<file path="config.mk">
export PLATFORM = sky130hd
export DESIGN_NAME = ocsp_top
export DESIGN_NICKNAME = d
export VERILOG_FILES = /design/src/verilog/ocsp_pkg.sv /design/src/verilog/ocsp_filt_if.sv /design/src/verilog/ocsp_top.sv /design/src/verilog/ocsp_filter.sv
export SDC_FILE = /design/constraint.sdc
export NUM_CORES = 1
export LEC_CHECK = 0
export BUFFER_PORTS_ARGS = -buffer_cell sky130_fd_sc_hd__buf_2
export CAP_MARGIN = 20
export CELL_PAD_IN_SITES_DETAIL_PLACEMENT = 1
export CELL_PAD_IN_SITES_GLOBAL_PLACEMENT = 1
export CORE_ASPECT_RATIO = 0.8
export CORE_MARGIN = 5
export CORE_UTILIZATION = 29
export DETAILED_ROUTE_END_ITERATION = 10
export PLACE_DENSITY = 0.63
export SYNTH_ARGS = -nofsm -noshare
export SYNTH_HDL_FRONTEND = slang
export SYNTH_SLANG_ARGS = --single-unit
</file>
<file path="constraint.sdc">
create_clock -name clock -period 4.42 [get_ports clock]
set_input_delay 0 -clock clock [delete_from_list [all_inputs] [get_ports clock]]
set_output_delay 0 -clock clock [all_outputs]
set_load 0.02 [all_outputs]
</file>
<file path="src/verilog/ocsp_pkg.sv">
// Package: constants and types for the overcurrent block and speed pulse logic
package ocsp_pkg;
  // Clock rate and digital filter time constant
  localparam int CLK_HZ = 25000000;
  localparam int FILT_NS = 1000;
  localparam int FILT_CYC = (FILT_NS * (CLK_HZ / 1000000)) / 1000;
  // Carrier cycle length in clocks (oscillator divided by 252)
  localparam int CARRIER_CYC = 252;
  // Lead angle code width and full-scale code
  localparam int LEAD_W = 5;
  localparam logic [4:0] LEAD_MAX = 5'h1F;
  // Hall sector count per electrical cycle
  localparam logic [2:0] SECTORS = 3'h6;
  // Reset value of the blocked output
  localparam logic BLOCK_RST = 1'b0;
  typedef enum logic [1:0] {OCSP_RUN, OCSP_BLOCK} ocsp_state_t;
endpackage

</file>
<file path="src/verilog/ocsp_filt_if.sv">
// Interface: filter output toward the protection logic
`timescale 1ns/10ps
interface ocsp_filt_if;
  logic raw;
  logic level;
  modport filt (input raw, output level);
  modport user (output raw, input level);
endinterface

</file>
<file path="src/verilog/ocsp_top.sv">
// Module: overcurrent gate block, speed pulse, reverse flag and lead clip
`timescale 1ns/10ps
module ocsp_top #(
  parameter int CARRIER = ocsp_pkg::CARRIER_CYC
) (
  // Clock and reset
  input wire logic clock,
  input wire logic resetn,
  // Current sense comparator (high when sense above 0.5 V) and open detect
  input wire logic current_sense_input,
  input wire logic sense_open,
  // Hall sector 0..5 and rotation direction command
  input wire logic [2:0] hall_sector,
  input wire logic dir_ccw,
  // Speed pulse rate select (high or open gives 3 pulses)
  input wire logic pulse_rate_select,
  // Lead angle and limit, already digitised full scale
  input wire logic [ocsp_pkg::LEAD_W-1:0] lead_angle_input,
  input wire logic [ocsp_pkg::LEAD_W-1:0] lead_limit_input,
  // Commutation requests from the PWM generator
  input wire logic [5:0] phase_req,
  // Outputs
  output logic [5:0] phase_out,
  output logic [ocsp_pkg::LEAD_W-1:0] lead_code,
  output logic speed_pulse_out,
  output logic reverse_flag_out,
  output logic blocked
);
  import ocsp_pkg::*;
  // Trip walk: the sense input must stay high for the filter length before
  // the filtered level rises; the gates are cut on the following edge. The
  // block then stays until the filtered level has fallen and a full carrier
  // cycle has been counted after the last trip clock, so a motor that keeps
  // drawing too much current is never released in the middle of a fault.
  // An open sense pin cuts the gates without any filter delay and without
  // the carrier hold: the gates return one edge after the pin is driven again.
  // Limitation: the filter length is fixed by the package at the nominal
  // clock; a slower clock stretches it in proportion.
  // The speed pulse and reverse flag follow hall sector steps one edge late;
  // a jump over a sector leaves the reverse flag unchanged, since its sense is unknown.
  // Lead clipping is pure selection; the scale of the code (0 to 58 degrees
  // over the full code range) is set by the digitiser in front of this block.

  initial
  begin
    if (CARRIER < 2 || CARRIER > 65535)
      $error("carrier length out of range");
    if (LEAD_W < 1 || LEAD_W > 8)
      $error("lead code width out of range");
    if (FILT_CYC < 1 || FILT_CYC > 255)
      $error("filter length out of range");
  end

  // Successor of a hall sector, wrapping after the last one
  // Shared by both step senses so they can never disagree on the wrap
  function automatic logic [2:0] sector_after(input logic [2:0] s);
    if (s == SECTORS - 3'h1)
      return 3'h0;
    else
      return s + 3'h1;
  endfunction

  // Smaller of two lead codes; on a tie either value is the same
  // Kept as a function so the clip rule reads as one selection
  function automatic logic [LEAD_W-1:0] lead_min(input logic [LEAD_W-1:0] a,
    input logic [LEAD_W-1:0] b);
    if (a > b)
      return b;
    else
      return a;
  endfunction

  ocsp_filt_if fi ();
  assign fi.raw = current_sense_input;
  // Filtered comparator; short spikes from switching never reach the gates
  ocsp_filter #(.CYC(FILT_CYC)) u_filt (
    .clock(clock),
    .resetn(resetn),
    .f(fi)
  );

  // Block state: a trip holds outputs off until one full carrier cycle after it clears
  ocsp_state_t state;
  ocsp_state_t next_state;
  logic [15:0] ccount;

  wire trip = fi.level;
  wire carrier_done = (ccount == 16'(CARRIER - 1));

  // Next state: leave the block only when the filtered trip is gone
  always_comb
  begin
    next_state = state;
    unique case (state)
      OCSP_RUN:
      begin
        if (trip)
          next_state = OCSP_BLOCK;
      end
      OCSP_BLOCK:
      begin
        if (carrier_done && !trip)
          next_state = OCSP_RUN;
      end
      default: next_state = OCSP_RUN;
    endcase
  end

  // Carrier counter restarts on each trip so release needs a clean full cycle
  wire restart = (state == OCSP_RUN) || trip || carrier_done;
  wire [15:0] next_ccount = restart ? 16'h0000 : ccount + 16'h0001;
  always_ff @(posedge clock)
  begin
    if (!resetn)
      ccount <= 16'h0000;
    else
      ccount <= next_ccount;
  end

  // State register; reset comes out unblocked
  always_ff @(posedge clock)
  begin
    if (!resetn)
      state <= OCSP_RUN;
    else
      state <= next_state;
  end

  // Gate outputs: open sense pin is treated as a fault for as long as it stays open
  // It bypasses the filter, so a broken sense wire never lets the motor run
  wire held = (state == OCSP_BLOCK);
  wire gate_off = held || trip || sense_open;

  // Gate indication, registered alongside the phase outputs
  always_ff @(posedge clock)
  begin
    if (!resetn)
      blocked <= BLOCK_RST;
    else
      blocked <= gate_off;
  end

  // One gated flip-flop per commutation output; all six are cut on one edge
  genvar gi;
  generate
    for (gi = 0; gi < 6; gi++)
    begin : g_phase
      always_ff @(posedge clock)
      begin
        if (!resetn)
          phase_out[gi] <= 1'b0;
        else
          phase_out[gi] <= gate_off ? 1'b0 : phase_req[gi];
      end
    end
  endgenerate

  // Lead code: linear 0..31 maps 0 to 58 degrees; clip to limit
  wire [LEAD_W-1:0] clipped = lead_min(lead_angle_input, lead_limit_input);

  // Registered so the code seen downstream never glitches between inputs
  always_ff @(posedge clock)
  begin
    if (!resetn)
      lead_code <= 5'h00;
    else
      lead_code <= clipped;
  end

  // Sector tracking: last sector seen, to tell steps from noise
  logic [2:0] last_sector;
  wire [2:0] fwd_target = sector_after(last_sector);
  wire [2:0] back_target = sector_after(hall_sector);
  wire step_fwd = (hall_sector == fwd_target);
  wire step_back = (last_sector == back_target);
  wire moved = (hall_sector != last_sector);

  // Only an adjacent step updates the flag; a skipped sector says nothing
  wire adjacent = moved && (step_fwd || step_back);
  // Rotation sense opposite to command means reverse
  wire rev_seen = dir_ccw ? step_fwd : step_back;

  // 3 ppr toggles per sector, 1 ppr is high for sectors 0..2
  wire next_fg = pulse_rate_select ? hall_sector[0] : (hall_sector < 3'h3);

  // Sector history
  always_ff @(posedge clock)
  begin
    if (!resetn)
      last_sector <= 3'h0;
    else
      last_sector <= hall_sector;
  end

  // Speed pulse output
  always_ff @(posedge clock)
  begin
    if (!resetn)
      speed_pulse_out <= 1'b0;
    else
      speed_pulse_out <= next_fg;
  end

  // Reverse flag holds its level between steps
  always_ff @(posedge clock)
  begin
    if (!resetn)
      reverse_flag_out <= 1'b0;
    else if (adjacent)
      reverse_flag_out <= rev_seen;
  end
endmodule

</file>
<file path="src/verilog/ocsp_filter.sv">
// Module: digital hold-time filter for the current comparator
`timescale 1ns/10ps
module ocsp_filter #(
  parameter int CYC = ocsp_pkg::FILT_CYC
) (
  // Clock and reset
  input wire logic clock,
  input wire logic resetn,
  // Filtered channel
  ocsp_filt_if.filt f
);
  import ocsp_pkg::*;
  initial
  begin
    if (CYC < 1 || CYC > 255)
      $error("filter length out of range");
  end
  logic [7:0] count;
  logic level;
  wire agree = (f.raw == level);
  wire done = (count == 8'(CYC - 1));
  // Output changes only after input held the other level for CYC clocks
  always_ff @(posedge clock)
  begin
    if (!resetn)
    begin
      count <= 8'h00;
      level <= 1'b0;
    end
    else if (agree)
      count <= 8'h00;
    else if (done)
    begin
      count <= 8'h00;
      level <= f.raw;
    end
    else
      count <= count + 8'h01;
  end
  assign f.level = level;
endmodule

</file>
Word-level counts from Yosys, hierarchy flattened --
Index checks and enable logic that the tools add are counted.
Word-level totals: bits in latches 0, output and inout bits 14, ROM bits 0, register bits after elaboration 44, memory bits (writable) 0, word-level logic and storage cells 56, memories 0
Operators by class: muxes and demuxes 8, bitwise operators 2, divide/modulo/power cells 0, $add $sub $neg 4, $mul 0, shift operators 0, equal/unequal tests 11, reduce and logical (&&, ||, !) cells 14, order comparisons 2
Operators by type and width (number):
- $add A16 B1 Y16 const B | 1
- $eq A16 B8 Y1 const B | 1
- $add A8 B1 Y8 const B | 1
- $eq A8 B5 Y1 const B | 1
- $add A3 B1 Y3 const B | 2
- $eq A3 B3 Y1 | 2
- $eq A3 B3 Y1 const B | 2
- $mux W3 | 2
- $gt A5 B5 Y1 | 1
- $logic_or A1 B1 Y1 | 5
- $mux W5 | 1
- $mux W2 | 2
- $ne A2 B1 Y1 const B | 2
- $pmux W2 S2 | 1
- $reduce_and A2 Y1 | 2
- $reduce_or A2 Y1 | 2
- $lt A3 B2 Y1 const B | 1
- $ne A3 B3 Y1 | 1
- $reduce_or A3 Y1 | 1
- $eq A2 B1 Y1 const B | 1
- $logic_and A1 B1 Y1 | 2
- $logic_not A2 Y1 | 1
- $mux W1 | 2
- $not A1 Y1 | 2
- other kinds (2) | 2

Logic depth before layout (Yosys ltp) --
word-level depth 5, gate-level depth with buffers 7, gate-level depth less buffers 7

Modules after synthesis --
Synthesis repeated with hierarchy kept, for this count alone.
Unflattened totals: cell total of the unflattened synthesis 215, area total of the unflattened synthesis 1984.4 µm²
Modules (own cells, without submodules):
- ocsp_top | times used 1, cells each 168, area an instance 1551.5 µm²
- ocsp_filter | times used 1, cells each 47, area an instance 432.9 µm²

Least setup slack after synthesis --
OpenSTA, ideal clock, no wires.
path type register to register, start register last_sector[2], end register reverse_flag_out, arrival time 1393 ps, period minus slack after synthesis 1463 ps, required time 4350 ps, path slack 2957 ps, setup time 70 ps, path buffers 0, cell stages (with the launch flop) 6, cells stage by stage dfxtp_1 > xor2_2 > nor3_1 > o32ai_1 > mux2_1 > a21boi_1
Between the ends: word-level cells in the longest chain between the ends 5, elaborated cells between the ends (all ways) 9, those cells by class add/sub: 1; eq/ne: 4; mux: 2; reduce/logical: 2
Ends and longest elaborated chain:
- from (decl) | line ocsp_top.sv:171 | logic [2:0] last_sector;
- from (signal assigned) | line ocsp_top.sv:192 | last_sector <= hall_sector;
- $add A3 B1 Y3 / $eq A3 B3 Y1 (equally long branches) | line ocsp_top.sv:60, ocsp_top.sv:57
- $mux W3 | line ocsp_top.sv:57 | if (s == SECTORS - 3'h1)
- $eq A3 B3 Y1 | line ocsp_top.sv:174 | wire step_fwd = (hall_sector == fwd_target);
- $logic_or A1 B1 Y1 | line ocsp_top.sv:179 | wire adjacent = moved && (step_fwd || step_back);
- $logic_and A1 B1 Y1 | line ocsp_top.sv:179
- to (signal assigned) | line ocsp_top.sv:210 | reverse_flag_out <= rev_seen;
- to (decl) | line ocsp_top.sv:26 | output logic reverse_flag_out,
Several ways; a longest one is shown, not always the timed one. A chain may end at the register's enable or synchronous reset.

Worst setup path after layout --
start input port lead_limit_input[1] in the netlist's numbering, end register lead_code[3] in the netlist's numbering
Between the ends: word-level cells in the longest chain between the ends 2
Ends and longest elaborated chain:
- from (decl) | line ocsp_top.sv:19 | input wire logic [ocsp_pkg::LEAD_W-1:0] lead_limit_input,
- $gt A5 B5 Y1 | line ocsp_top.sv:67 | if (a > b)
- $mux W5 | line ocsp_top.sv:67
- to (signal assigned) | line ocsp_top.sv:167 | lead_code <= clipped;
- to (decl) | line ocsp_top.sv:24 | output logic [ocsp_pkg::LEAD_W-1:0] lead_code,
Every way passes these cells.

==> summary.md <==
| Metric | Value |
|---|---|
| Outcome | `finished clean` |
| Post-CTS Setup Inserts | `0` |
| Crit Path Class | `in2reg` |
| Dpl hpwl | `approximately 3000 um` |
| Post-synth ARST share | `0%` |
| R2R setup slack | `about 2.8 ns` |
| Final wirelength | `approximately 4300 um` |
| Die Area | `roughly 8400 sq um` |
| Largest net degree at the start of global routing | `22` |
| Synth warnings | `0` |
| Initial DRC count | `24` |
| FF-to-FF path depth | `5` |
| Min-delay src | `dir_ccw` |
| Wire per inst | `between 10 and 15 um` |
| Fin. max-slew vios | `0` |
| RSZ-0062 raised after global routing | `no` |
| Max Cap Viol | `0` |
| Antenna viol nets, final | `0` |
| PortBufs | `38` |
| Tightest Pin Transition | `0.8039 ns` |
| Cell Pwr Density | `roughly 310 nW/um^2` |
| Endpoints failing setup | `0` |
| Syn_nets | `between 200 and 250` |
| Synth Instances | `between 200 and 250` |
| FF-to-FF End | `reverse_flag_out$_SDFFE_PN0P_` |
| Gr ovfl total | `0` |
| Layout area overhead | `30.46%` |
| Hold_buf cts | `21` |
| PnR Total Power | `770.1 uW` |
| Reg2Reg Launch Point | `last_sector[2]$_SDFF_PN0_` |
| CTS tree | `done` |
| Placement Setup Slack | `approximately 2.8 ns` |
| Root Driver | `clkbuf_8` |
| Worst path arrival time | `between 2 and 3 ns` |
| H-tree lvl count | `2` |
| Cell row count | `26` |
| Layout cell share with drive strength beyond 1 | `18.25%` |
| Antenna violations before repair | `0` |
| # IOs | `39` |
| Post-route cell area | `2502 sq um` |
| VDD IR max | `~130 uV` |
| Worst-skew pair later-pin latency | `around 0.30 ns` |
| Total CTS buffers | `5` |
| Clk sinks | `43` |
| Worst EP required | `around 4.7 ns` |
| Fmax | `~0.44 GHz` |
| Placed cell areas | `roughly 2200 sq um` |
| Vias in the first global route | `between 1500 and 2000` |
| Crit. End Element | `flop` |
| Number of synthesized flops with an enable pin | `0` |
| Hold Violations, Final | `0` |
| Mapped Area | `between 1500 and 2000 sq um` |
| Most frequent cells in the layout | `dfxtp_1 (43), buf_2 (38), nor2_1 (29)` |
| Yosys reg bits | `43` |
| Clock-pin slew on the worst setup and hold paths | `~0.080 ns` |
| Hold worst-path end | `reverse_flag_out$_SDFFE_PN0P_` |
| Ant diodes | `0` |
| Routability cong. | `0.6814` |
| Vias/cell | `between 4 and 5` |
| First-pass GRT wire length | `~7500 um` |
| Slew headroom | `a little under half` |
| Sequential area share after synthesis | `between 40% and 50%` |
| GR Util All Layers | `a little under an eighth` |
| DRC Markers | `0` |
| Clk buf depth | `2` |
| Die width | `100.9 um` |
| Largest fanout on the critical path | `5` |
| Most common cell after layout, fill and taps aside | `dfxtp_1` |
| Class of the worst hold path | `in2reg` |
| Fin crit share | `51.19%` |
| Setup TNS | `0 ns` |
| Die Ht | `82.74 um` |
| Leak Pwr | `1.025 nW` |
| Hold Crit Depth | `3` |
| Final core utilization | `39.05%` |
| Startpoint types | `primary input` |
| CTS resizes | `0` |
| Setup WS post-layout | `roughly 2.2 ns` |
| Syn avg cell area | `a little over 9 sq um` |
| Initial Utilization | `about 30%` |
| Most used DFF post-synth | `dfxtp_1` |
| Vias | `between 1500 and 2000` |
| Nets | `around 300` |
| Post-synth cell types | `37` |
| Drt pass-1 iters | `4` |
| Final min period | `2.262 ns` |
| Core Area | `roughly 6400 sq um` |
| Worst Skew | `approximately 0.0089 ns` |
==> synth_stat cells, drive strengths merged (3+ instances only) <==
master	count	area share (%)
nor2	29	5.7
nand2b	3	0.98
inv	13	2.5
nand3	8	2.1
nand4	6	2.0
nor3	4	1.0
ha	8	5.2
xnor2	10	4.6
mux2i	8	4.2
a21oi	5	1.5
and2	10	3.3
xor2	11	5.4
nor4	5	1.6
nand3b	3	1.4
nor2b	4	1.3
and3	4	1.3
dfxtp	43	45
nand2	17	3.3
==> routing by layer <==
layer	vias to the layer above	part of all wire, %	global-route usage (%)
li1	830	-	-
met1	770	48	13.73
met2	28	45	18.99
met3	6	6.2	4.282
met4	0	1.2	3.187
met5	-	0	0
==> worst max path at each step <==
stage / cells past startpoint / end / slack, ns / from
after floorplan: 5 / reverse_flag_out$_SDFFE_PN0P_ / 2.96 / last_sector[2]$_SDFF_PN0_
after global placement: 5 / reverse_flag_out$_SDFFE_PN0P_ / 2.81 / last_sector[2]$_SDFF_PN0_
after detailed placement: 6 / ccount[12]$_SDFF_PP0_ / 2.78 / ccount[0]$_SDFF_PP0_
after CTS: 10 / lead_code[2]$_SDFF_PN0_ / 2.20 / lead_limit_input[1]
after global routing: 10 / lead_code[4]$_SDFF_PN0_ / 2.04 / lead_limit_input[1]
final: 10 / lead_code[3]$_SDFF_PN0_ / 2.16 / lead_limit_input[1]
==> kinds of logic (layout without fill, tap and decap cells) <==
| kind of cell | after synthesis | count (layout) | synth area share, % |
|---|---|---|---|
| xor gates and xnor gates | 21 | 21 | 9.980 |
| DFF | 43 | 43 | 44.88 |
| AOI/OAI and AO/OA | 17 | 17 | 6.459 |
| buffers and inverters | 17 | 80 | 3.588 |
| muxes | 9 | 9 | 4.762 |
| and+or+nand+nor | 96 | 96 | 25.11 |
| adders and majority gates | 8 | 8 | 5.219 |
==> critical path, stage by stage <==
cell	delay (ns)
dlygate4sd3_1	0.51
buf_2	0.11
inv_1	0.04
ha_1	0.28
nor2b_1	0.13
o21a_1	0.11
o21ai_0	0.09
a21oi_2	0.40
mux2i_1	0.26
dlygate4sd3_1	0.57
==> per-stage QoR <==
step / cells / hold slack (ns)
after global placement: 329 / 0.2003
final: 358 / 0.01825
after detailed placement: 329 / 0.2035
after CTS: 358 / 0.01221
after floorplan: 211 / 0.1179
after global routing: 358 / 0.03953
==> report_power, final <==
group,leakage (nW),internal (mW),switching [mW],total (mW)
Sequential,0.350,0.399,0.00505,0.404
Clock,0.0474,0.128,0.139,0.267
Combinational,0.627,0.0501,0.0495,0.0996
Total,1.02,0.576,0.194,0.770
==> cell type report <==
cell class | instances | area [sq um]
Multi-Input combinational cell | 151 | 988.4
Inverter | 13 | 48.80
Tap cell | 84 | 105.1
Sequential cell | 43 | 860.8
Fill cell | 777 | 3906
Timing Repair Buffer | 59 | 400.4
Clock buffer | 6 | 82.58
Clock inverter | 2 | 16.27
==> registers in the layout, summed over array words and instances (netlist names) <==
register	count
speed_pulse_out	1
state	1
ccount	16
u_filt.count	8
blocked	1
u_filt.f.level	1
phase_out	6
last_sector	3
lead_code	5
reverse_flag_out	1
Note: power is estimated with default switching activity, not from simulation.
